## src/include/pss_pkg.sv

```systemverilog
// constants and carrier types for the power sequence supervisor host
package pss_pkg;

  localparam longint CLK_HZ = 64'd25_000_000;

  // times in their own units, figures as printed
  localparam longint SENSE_IGNORE_MS    = 64'd60;
  localparam longint PG_MIN_LOW_US      = 64'd4;
  localparam longint PG_MAX_LOW_MS      = 64'd1000;
  localparam longint SENSE_MIN_LOW_US   = 64'd500;
  localparam longint LOW_SUM_MAX_MS     = 64'd1050;
  localparam longint SENSE_HOLD_US      = 64'd500;
  localparam longint EXT_HOLD_MS        = 64'd20;
  localparam longint STANDBY_SHUTDOWN_S = 64'd123;

  // least times round up, longest times round down
  localparam longint SENSE_IGNORE_CYC =
    (SENSE_IGNORE_MS * CLK_HZ + 64'd999) / 64'd1000;
  localparam longint PG_MIN_LOW_CYC =
    (PG_MIN_LOW_US * CLK_HZ + 64'd999_999) / 64'd1_000_000;
  localparam longint PG_MAX_LOW_CYC = (PG_MAX_LOW_MS * CLK_HZ) / 64'd1000;
  localparam longint SENSE_MIN_LOW_CYC =
    (SENSE_MIN_LOW_US * CLK_HZ + 64'd999_999) / 64'd1_000_000;
  localparam longint LOW_SUM_MAX_CYC = (LOW_SUM_MAX_MS * CLK_HZ) / 64'd1000;
  localparam longint SENSE_HOLD_CYC =
    (SENSE_HOLD_US * CLK_HZ + 64'd999_999) / 64'd1_000_000;
  localparam longint EXT_HOLD_CYC =
    (EXT_HOLD_MS * CLK_HZ + 64'd999) / 64'd1000;
  localparam longint STANDBY_SHUTDOWN_CYC = STANDBY_SHUTDOWN_S * CLK_HZ;

  localparam int          CNT_W        = 32;
  localparam int          MODE_W       = 8;
  localparam logic [7:0]  MODE_STANDBY = 8'h01;

  typedef struct packed {
    logic sense;        // power_on_sense_in of the device
    logic supply_good;  // supply_good_in of the device
  } pss_pins_type;

  typedef struct packed {
    logic              valid;
    logic [MODE_W-1:0] mode;
  } pss_cmd_type;

endpackage

```

## src/logic/pss_timer.sv

```systemverilog
// saturating up-counter with a threshold compare
`timescale 1ns/1ns
module pss_timer #(
  parameter int unsigned CNT_W = 32
) (
  input  wire logic             i_clk,
  input  wire logic             i_srst,
  input  wire logic             i_clear,
  input  wire logic [CNT_W-1:0] i_limit,
  output logic      [CNT_W-1:0] o_count,
  output logic                  o_done
);

  logic [CNT_W-1:0] count_q;

  // saturation keeps a long wait from wrapping back under its limit
  always_ff @(posedge i_clk) begin
    if (i_srst || i_clear) begin
      count_q <= '0;
    end else if (count_q != {CNT_W{1'b1}}) begin
      count_q <= count_q + {{(CNT_W-1){1'b0}}, 1'b1};
    end
  end

  assign o_count = count_q;
  assign o_done  = (count_q >= i_limit);

endmodule // pss_timer

```

## src/logic/pss_host_ctrl.sv

```systemverilog
// host side supervisor: voltage monitor outputs and standby command
//
// Notes on behaviour
// - raise power-on-sense only once all rails reach 90% of minimum
// - once supply-good drops it stays low at least 4 us
// - with 1.8 V on, supply-good low no longer than 1000 ms (code only flags this on o_low_overrun)
// - power-on-sense low at least 500 us, at most 1000 ms with 1.8 V on (maximum only flagged on o_low_overrun)
// - with 1.8 V on, both low times together at most 1050 ms (code only flags this on o_low_overrun)
// - power-on-sense stays high 500 us after supply-good drops
// - supplies stay in regulation 20 ms after supply-good drops
// - planned shutdown sends power-mode standby (value 1) before power off
// - power not removed until 123 s after the standby command
// - planned shutdowns use the command, never supply-good as warning
`timescale 1ns/1ns
module pss_host_ctrl #(
  parameter int unsigned SENSE_IGNORE_CYC  = 32'(pss_pkg::SENSE_IGNORE_CYC),
  parameter int unsigned PG_MAX_LOW_CYC    = 32'(pss_pkg::PG_MAX_LOW_CYC),
  parameter int unsigned SENSE_MIN_LOW_CYC = 32'(pss_pkg::SENSE_MIN_LOW_CYC),
  parameter int unsigned LOW_SUM_MAX_CYC   = 32'(pss_pkg::LOW_SUM_MAX_CYC),
  parameter int unsigned SENSE_HOLD_CYC    = 32'(pss_pkg::SENSE_HOLD_CYC),
  parameter int unsigned EXT_HOLD_CYC      = 32'(pss_pkg::EXT_HOLD_CYC),
  parameter int unsigned STANDBY_CYC =
    32'(pss_pkg::STANDBY_SHUTDOWN_CYC)
) (
  input  wire logic                 i_clk,
  input  wire logic                 i_srst,
  input  wire logic                 i_rails_ok,
  input  wire logic                 i_v18_on,
  input  wire logic                 i_power_fail,
  input  wire logic                 i_shutdown_req,
  input  wire logic                 i_cmd_ready,
  output pss_pkg::pss_pins_type     o_pins,
  output pss_pkg::pss_cmd_type      o_cmd,
  output logic                      o_hold_supplies,
  output logic                      o_power_off_ok,
  output logic                      o_low_overrun
);

  localparam int W = pss_pkg::CNT_W;
  localparam logic [W-1:0] PG_MIN_LOW = W'(pss_pkg::PG_MIN_LOW_CYC);

  typedef enum logic [2:0] {
    ST_OFF, ST_SENSE, ST_RUN, ST_CMD, ST_STBY, ST_DROP, ST_DONE
  } pss_state_type;

  pss_state_type        state_q;
  pss_pkg::pss_pins_type pins_q;
  pss_pkg::pss_cmd_type  cmd_q;
  logic                 hold_q;
  logic                 off_ok_q;
  logic                 planned_q;
  logic                 overrun_q;
  logic [2:0]           rails_s_q;
  logic [2:0]           v18_s_q;
  logic [2:0]           fail_s_q;
  logic                 rails_ok;
  logic                 v18_on;
  logic                 fail;
  logic [W-1:0]         pg_low_cnt;
  logic [W-1:0]         sense_low_cnt;
  logic [W-1:0]         sense_hi_cnt;
  logic [W-1:0]         stby_cnt;
  logic                 pg_min_done;
  logic                 sense_low_done;
  logic                 sense_hi_done;
  logic                 stby_done;
  logic [W:0]           low_sum;

  // pins from the rail monitors: two flops before use, bit 2 unused spare
  always_ff @(posedge i_clk) begin
    if (i_srst) begin
      rails_s_q <= 3'h0;
      v18_s_q   <= 3'h0;
      fail_s_q  <= 3'h0;
    end else begin
      rails_s_q <= {1'b0, rails_s_q[0], i_rails_ok};
      v18_s_q   <= {1'b0, v18_s_q[0], i_v18_on};
      fail_s_q  <= {1'b0, fail_s_q[0], i_power_fail};
    end
  end

  assign rails_ok = rails_s_q[1];
  assign v18_on   = v18_s_q[1];
  assign fail     = fail_s_q[1];

  pss_timer #(.CNT_W(W)) u_pg_low (
    .i_clk   (i_clk),
    .i_srst  (i_srst),
    .i_clear (pins_q.supply_good),
    .i_limit (PG_MIN_LOW),
    .o_count (pg_low_cnt),
    .o_done  (pg_min_done)
  );

  pss_timer #(.CNT_W(W)) u_sense_low (
    .i_clk   (i_clk),
    .i_srst  (i_srst),
    .i_clear (pins_q.sense),
    .i_limit (W'(SENSE_MIN_LOW_CYC)),
    .o_count (sense_low_cnt),
    .o_done  (sense_low_done)
  );

  pss_timer #(.CNT_W(W)) u_sense_hi (
    .i_clk   (i_clk),
    .i_srst  (i_srst),
    .i_clear (!pins_q.sense),
    .i_limit (W'(SENSE_IGNORE_CYC)),
    .o_count (sense_hi_cnt),
    .o_done  (sense_hi_done)
  );

  pss_timer #(.CNT_W(W)) u_stby (
    .i_clk   (i_clk),
    .i_srst  (i_srst),
    .i_clear (state_q != ST_STBY),
    .i_limit (W'(STANDBY_CYC)),
    .o_count (stby_cnt),
    .o_done  (stby_done)
  );

  // sequencing: a power failure in any state from ST_SENSE to ST_STBY short-cuts to the drop state
  always_ff @(posedge i_clk) begin
    if (i_srst) begin
      state_q   <= ST_OFF;
      pins_q    <= '0;
      cmd_q     <= '0;
      hold_q    <= 1'b1;
      off_ok_q  <= 1'b0;
      planned_q <= 1'b0;
    end else begin
      case (state_q)
        ST_OFF: begin
          // sense waits for good rails and a full minimum low time
          if (rails_ok && sense_low_done && !fail) begin
            pins_q.sense <= 1'b1;
            state_q      <= ST_SENSE;
          end
        end
        ST_SENSE: begin
          if (fail || !rails_ok) begin
            state_q <= ST_DROP;
          end else if (sense_hi_done && pg_min_done) begin
            // device comes out of reset on this edge
            pins_q.supply_good <= 1'b1;
            state_q            <= ST_RUN;
          end
        end
        ST_RUN: begin
          if (fail) begin
            pins_q.supply_good <= 1'b0;
            planned_q          <= 1'b0;
            state_q            <= ST_DROP;
          end else if (i_shutdown_req) begin
            cmd_q.valid <= 1'b1;
            cmd_q.mode  <= pss_pkg::MODE_STANDBY;
            planned_q   <= 1'b1;
            state_q     <= ST_CMD;
          end
        end
        ST_CMD: begin
          if (i_cmd_ready) begin
            cmd_q.valid <= 1'b0;
          end
          if (fail) begin
            pins_q.supply_good <= 1'b0;
            cmd_q.valid        <= 1'b0;
            state_q            <= ST_DROP;
          end else if (i_cmd_ready) begin
            state_q <= ST_STBY;
          end
        end
        ST_STBY: begin
          // device parks the mirrors on its own during this wait
          if (fail || stby_done) begin
            pins_q.supply_good <= 1'b0;
            state_q            <= ST_DROP;
          end
        end
        ST_DROP: begin
          pins_q.supply_good <= 1'b0;
          if (pg_low_cnt >= W'(SENSE_HOLD_CYC)) begin
            pins_q.sense <= 1'b0;
          end
          // regulators are kept up until the park has had its time
          if (pg_low_cnt >= W'(EXT_HOLD_CYC) &&
              !pins_q.sense) begin
            hold_q   <= 1'b0;
            off_ok_q <= 1'b1;
            state_q  <= ST_DONE;
          end
        end
        ST_DONE: begin
          // restart only after the rails have really gone away
          if (!rails_ok) begin
            hold_q    <= 1'b1;
            off_ok_q  <= 1'b0;
            planned_q <= 1'b0;
            state_q   <= ST_OFF;
          end
        end
        default: begin
          state_q <= ST_OFF;
        end
      endcase
    end
  end

  // watchdog on low times; only meaningful while 1.8 V is up
  assign low_sum = {1'b0, pg_low_cnt} + {1'b0, sense_low_cnt};

  always_ff @(posedge i_clk) begin
    if (i_srst) begin
      overrun_q <= 1'b0;
    end else begin
      overrun_q <= v18_on && !pins_q.supply_good &&
                   ((pg_low_cnt > W'(PG_MAX_LOW_CYC)) ||
                    (!pins_q.sense &&
                     sense_low_cnt > W'(PG_MAX_LOW_CYC)) ||
                    (low_sum > (W+1)'(LOW_SUM_MAX_CYC)));
    end
  end

  assign o_pins          = pins_q;
  assign o_cmd           = cmd_q;
  assign o_hold_supplies = hold_q;
  assign o_power_off_ok  = off_ok_q;
  assign o_low_overrun   = overrun_q;

  sense_gate_a: assert property (@(posedge i_clk) disable iff (i_srst)
    $rose(pins_q.sense) |-> $past(rails_ok) && !$past(fail))
    else $error("sense raised without good rails");

  pg_ignore_a: assert property (@(posedge i_clk) disable iff (i_srst)
    $rose(pins_q.supply_good) |->
      pins_q.sense && sense_hi_cnt > W'(SENSE_IGNORE_CYC))
    else $error("supply good raised inside the ignore window");

  pg_min_low_a: assert property (@(posedge i_clk) disable iff (i_srst)
    $rose(pins_q.supply_good) |->
      $past(pg_low_cnt) >= PG_MIN_LOW)
    else $error("supply good low pulse too short");

  sense_min_low_a: assert property (@(posedge i_clk) disable iff (i_srst)
    $rose(pins_q.sense) |->
      $past(sense_low_cnt) >= W'(SENSE_MIN_LOW_CYC))
    else $error("sense low pulse too short");

  sense_hold_a: assert property (@(posedge i_clk) disable iff (i_srst)
    $fell(pins_q.sense) |->
      !pins_q.supply_good && pg_low_cnt > W'(SENSE_HOLD_CYC))
    else $error("sense dropped too soon after supply good");

  supply_hold_a: assert property (@(posedge i_clk) disable iff (i_srst)
    $fell(hold_q) |->
      pg_low_cnt > W'(EXT_HOLD_CYC) && o_power_off_ok)
    else $error("supplies released before extended hold");

  fail_drop_a: assert property (@(posedge i_clk) disable iff (i_srst)
    (state_q == ST_RUN && fail) |=> !pins_q.supply_good ##1
      (state_q == ST_DROP)[*2])
    else $error("power fail did not drop supply good");

  cmd_mode_a: assert property (@(posedge i_clk) disable iff (i_srst)
    (state_q == ST_RUN && i_shutdown_req && !fail) |=>
      cmd_q.valid && cmd_q.mode == pss_pkg::MODE_STANDBY)
    else $error("standby command not issued");

  cmd_stable_a: assert property (@(posedge i_clk) disable iff (i_srst)
    (cmd_q.valid && !i_cmd_ready && !fail) |=> cmd_q.valid)
    else $error("command withdrawn before accepted");

  standby_wait_a: assert property (@(posedge i_clk) disable iff (i_srst)
    ($fell(pins_q.supply_good) && planned_q && !$past(fail)) |->
      $past(stby_cnt) >= W'(STANDBY_CYC))
    else $error("planned power removal before standby time");

endmodule // pss_host_ctrl

```

## config.mk

```make
export PLATFORM = sky130hd
export DESIGN_NAME = pss_host_ctrl
export DESIGN_NICKNAME = d
export VERILOG_FILES = /design/src/include/pss_pkg.sv /design/src/logic/pss_timer.sv /design/src/logic/pss_host_ctrl.sv
export SDC_FILE = /design/constraint.sdc
export NUM_CORES = 1
export LEC_CHECK = 0
export BUFFER_PORTS_ARGS = -buffer_cell sky130_fd_sc_hd__clkbuf_2
export CELL_PAD_IN_SITES_DETAIL_PLACEMENT = 0
export CELL_PAD_IN_SITES_GLOBAL_PLACEMENT = 2
export CORE_ASPECT_RATIO = 1.1
export CORE_MARGIN = 4
export CORE_UTILIZATION = 39
export DETAILED_ROUTE_END_ITERATION = 10
export GPL_ROUTABILITY_DRIVEN = 0
export PLACE_DENSITY = 0.79
export SLEW_MARGIN = 20
export SYNTH_ARGS = -nofsm -noshare
export SYNTH_HDL_FRONTEND = slang
export SYNTH_HIERARCHICAL = 1
export SYNTH_SLANG_ARGS = --single-unit
```

## constraint.sdc

```tcl
create_clock -name i_clk -period 4.2 [get_ports i_clk]
set_input_delay 0.84 -clock i_clk [delete_from_list [all_inputs] [get_ports i_clk]]
set_output_delay 0.84 -clock i_clk [all_outputs]
set_load 0.02 [all_outputs]
```

==> impl_results.md <==
- Max Cap Viol: 0
- Root buf cell: clkbuf_16
- Maximum VDD drop: 238.5 uV
- Largest net degree at the start of global routing: 28
- Post-Syn Instances: 1655
- Synthesis warning total: 6
- Peak Freq: 273.2 MHz
- Crit-path max FO: 9
- R2r setup slk: 540 ps
- Clock skew: 10.47 ps
- Clock slew at reported path FFs: 70 ps
- Number of global-route vias before repair: 11409
- Sink Count: 144
- Hold_sp: v18_s_q[0]$_SDFF_PP0_
- Crit path largest cell delay: 650 ps
- Post-CTS setup buffers: 0
- Htree depth: 4
- Lkg Pwr: 5.955 nW
- Die Span X: 181.2 um
- Hold crit path type: flip-flop to flip-flop
- Num CTS Buffers: 17
- Worst Hold Endpoint: v18_s_q[1]$_SDFF_PP0_
- DP Area: 0.01368 mm2
- I/O pins: 21
- Number of port buffers: 13
- Site Rows: 69
- Power per Cell Area: 226.2 mW/mm2
- Global-route wire length before repair: 59.86 mm
- Worst-Skew Late Latency: 440 ps
- # nets final: 1953
- Post-route DRC: 0
- Worst slew margin: 0.4355
- Cell-by-cell trace of the critical path: ha_1 -> a21oi_1 -> o21ai_0 -> a221o_1 -> a2111oi_2 -> o21ai_0 -> a21oi_1 -> a21oi_1 -> o22ai_1 -> o21ai_0 -> a221oi_1
- Die ar.: 0.03598 mm2
- Antenna diode count: 0
- WL/cell: 16.46 um
- Mean number of vias per cell: 5.481
- Max Slew Vio Count: 0
- Post-placement cell count: 2185
- Layout Cells excl Fill: 2217
- PnR worst setup slack: 539.6 ps
- Worst path slowest cell: a2111oi_2
- Worst Reg2Reg Path Length in Cells: 11
- Area Growth Syn to Fin: 11.12%
- Synthesized flop and latch total: 144
- Finished Cell Area: 0.01430 mm2
- Die Y: 198.5 um
- DRT Wirelength: 36.49 mm
- Final worst-path cycle share: 0.8715
- Placement Setup Slack: 68.54 ps
- Hold Path Stages: 1
- Fin util: 0.4406
- Final hold viol count: 0
- Reg2reg end: state_q[0]$_SDFFE_PP0P_
- Min Tclk post-route: 3660 ps
- Crit path launch type: flip-flop
- Core area: 0.03246 mm2
- Detailed Routing Iterations Pass 1: 6
- Type of the worst setup path: flip-flop to flip-flop
- Post-synth EDFFs: 0
- TritonCTS clock tree: yes
- Routed Antenna Nets: 0
- Nature of the critical path endpoint: flip-flop
- 1st-iter DRT viols: 685
- Synth cell types: 85
- # setup viols final: 0
- Crit path DAT: 4010 ps
- CP required: 4550 ps
- GR Util All Layers: 0.2021
- Sequential element share of the synthesized area: 0.2240
- Synthesized area: 0.01287 mm2
- Share of cells above drive strength 1: 0.05974
- Initial Util: 0.3965
- Dominant synthesized flop cell: dfxtp_1
- Worst hold slack: 438.8 ps
- Reg-to-Reg Start: u_sense_low/o_count[19]$_SDFFE_PP0P_
- Slew at the pin closest to its max-slew limit: 844.9 ps
- Status: complete, no violations
- Total number of vias: 12152
- Grt ovf: 0
- Async set-reset flop share out of synthesis: 0
- Initial antenna violation count: 1
- Syn Area/Cell: 7.778 um2
- Unrepaired setup endpoints after global routing: false
- Hpwl dp: 27.61 mm
- Clk buf depth: 2
-- sequential cells by signal, indices dropped and copies added (netlist names), 2 cells and up --
| name | flops |
|---|---|
| o_cmd | 2 |
| o_pins | 2 |
| u_stby/o_count | 32 |
| v18_s_q | 2 |
| state_q | 3 |
| rails_s_q | 2 |
| u_sense_low/o_count | 32 |
| fail_s_q | 2 |
| u_pg_low/o_count | 32 |
| u_sense_hi/o_count | 32 |
-- report_power, final --
part / internal, mW / switching (mW)
combinational: 0.0693 / 0.118
sequential: 1.37 / 0.0138
clock: 0.993 / 0.669
-- synth_stat cells, types with 6 or more instances --
library cell	instances	area, um2
a2111oi_0	8	70.07
a211o_1	6	52.55
a211oi_1	16	120.1
a21o_1	22	165.2
a21oi_1	148	740.7
a31oi_1	35	219.0
a41o_1	12	120.1
and2_1	11	68.82
and3_1	14	87.58
and3_4	9	101.4
and4_1	24	210.2
buf_2	9	45.04
buf_4	10	75.07
buf_6	20	225.2
clkbuf_1	16	60.06
dfxtp_1	144	2883
ha_1	167	2090
inv_1	155	581.8
mux2i_1	13	130.1
nand2_1	117	439.2
nand2b_1	8	50.05
nand3_1	77	385.4
nand4_1	75	469.2
nor2_1	122	457.9
nor2b_1	13	81.33
nor3_1	23	115.1
nor4_1	29	181.4
o21a_1	11	82.58
o21ai_0	68	340.3
o21ai_1	11	55.05
o21bai_1	8	60.06
o31ai_1	16	120.1
or3_1	45	281.5
or4_1	17	127.6
xnor2_1	52	455.4
xor2_1	8	70.07
-- logic make-up after synthesis --
logic type | Yosys count | synth area share
buf+inv | 216 | 0.07844
compound gates | 435 | 0.2210
other cells | 2 | 0.0005834
flops | 144 | 0.2239
fa+ha+maj | 168 | 0.1639
simple gates | 617 | 0.2612
xor+xnor | 60 | 0.04082
mux | 13 | 0.01011
-- how the worst max path moves through the flow --
stage / start / end / slack (ps) / depth (start not counted)
floorplan: u_pg_low/o_count[0]$_SDFFE_PP0P_ / o_low_overrun$_SDFF_PP0_ / 1040 / 11
global route: u_sense_low/o_count[19]$_SDFFE_PP0P_ / state_q[0]$_SDFFE_PP0P_ / 150 / 11
detailed placement: u_sense_low/o_count[19]$_SDFFE_PP0P_ / state_q[0]$_SDFFE_PP0P_ / 70 / 11
global placement: u_sense_low/o_count[19]$_SDFFE_PP0P_ / state_q[0]$_SDFFE_PP0P_ / -220 / 11
finish: u_sense_low/o_count[19]$_SDFFE_PP0P_ / state_q[0]$_SDFFE_PP0P_ / 540 / 11
CTS: u_sense_low/o_count[19]$_SDFFE_PP0P_ / state_q[0]$_SDFFE_PP0P_ / 50 / 11
-- per-stage QoR --
stage,TNS (ps),total power [mW]
floorplan,0,1.562
global placement,-606.3,1.598
detailed placement,0,1.600
CTS,0,3.280
global route,0,3.361
finish,0,3.235
-- what timing repair did --
action / CTS / global route
gates resized for setup: 0 / 1
setup endpoints to repair: 0 / 3
endpoints found under the hold margin: 0 / 0
hold buffers: 0 / 0
-- per-layer routing --
layer  global-route usage  vias up  wire, um
li1                     -     6265         -
met1               0.2630     5650     17050
met2               0.3461      189     17400
met3              0.02725       46      1075
met4              0.06950        2       949
met5                    0        -        11
-- critical path: cells and delay by family (launching register included) --
family / cells / cell delay (ps)
AO/OA/AOI/OAI: 10 / 2710
adder cells (fa/ha/maj): 1 / 330
flip-flops: 1 / 540
-- cells in the final DEF, fill, tap and decap left out, drive strengths merged, types with 10 or more instances in the layout --
cell,netlist,layout
a211oi,19,19
conb,2,135
inv,155,155
xnor2,52,52
mux2i,13,13
o21bai,10,10
or3,46,46
nor3,28,28
ha,167,167
buf,43,17
nor4,33,33
and2,12,12
a21oi,152,152
dfxtp,144,144
nor2,122,122
a21o,22,22
a31oi,35,35
nand3,77,77
o31ai,16,16
nor2b,13,13
a41o,12,12
and3,25,25
nand2,117,117
o21a,11,11
and4,28,28
o21ai,80,80
nand4,75,75
or4,17,17
clkbuf,16,31
-- cell type report --
class                           count  area (um2)
Fill cell                        3432       18160
Clock inverter                     14       191.4
Multi-Input combinational cell   1428        9485
Clock buffer                       18       429.2
Timing Repair Buffer               30       192.7
Inverter                          157       589.3
Sequential cell                   144        2883
Tap cell                          426       533.0
Note: power is estimated with default switching activity, not from simulation.
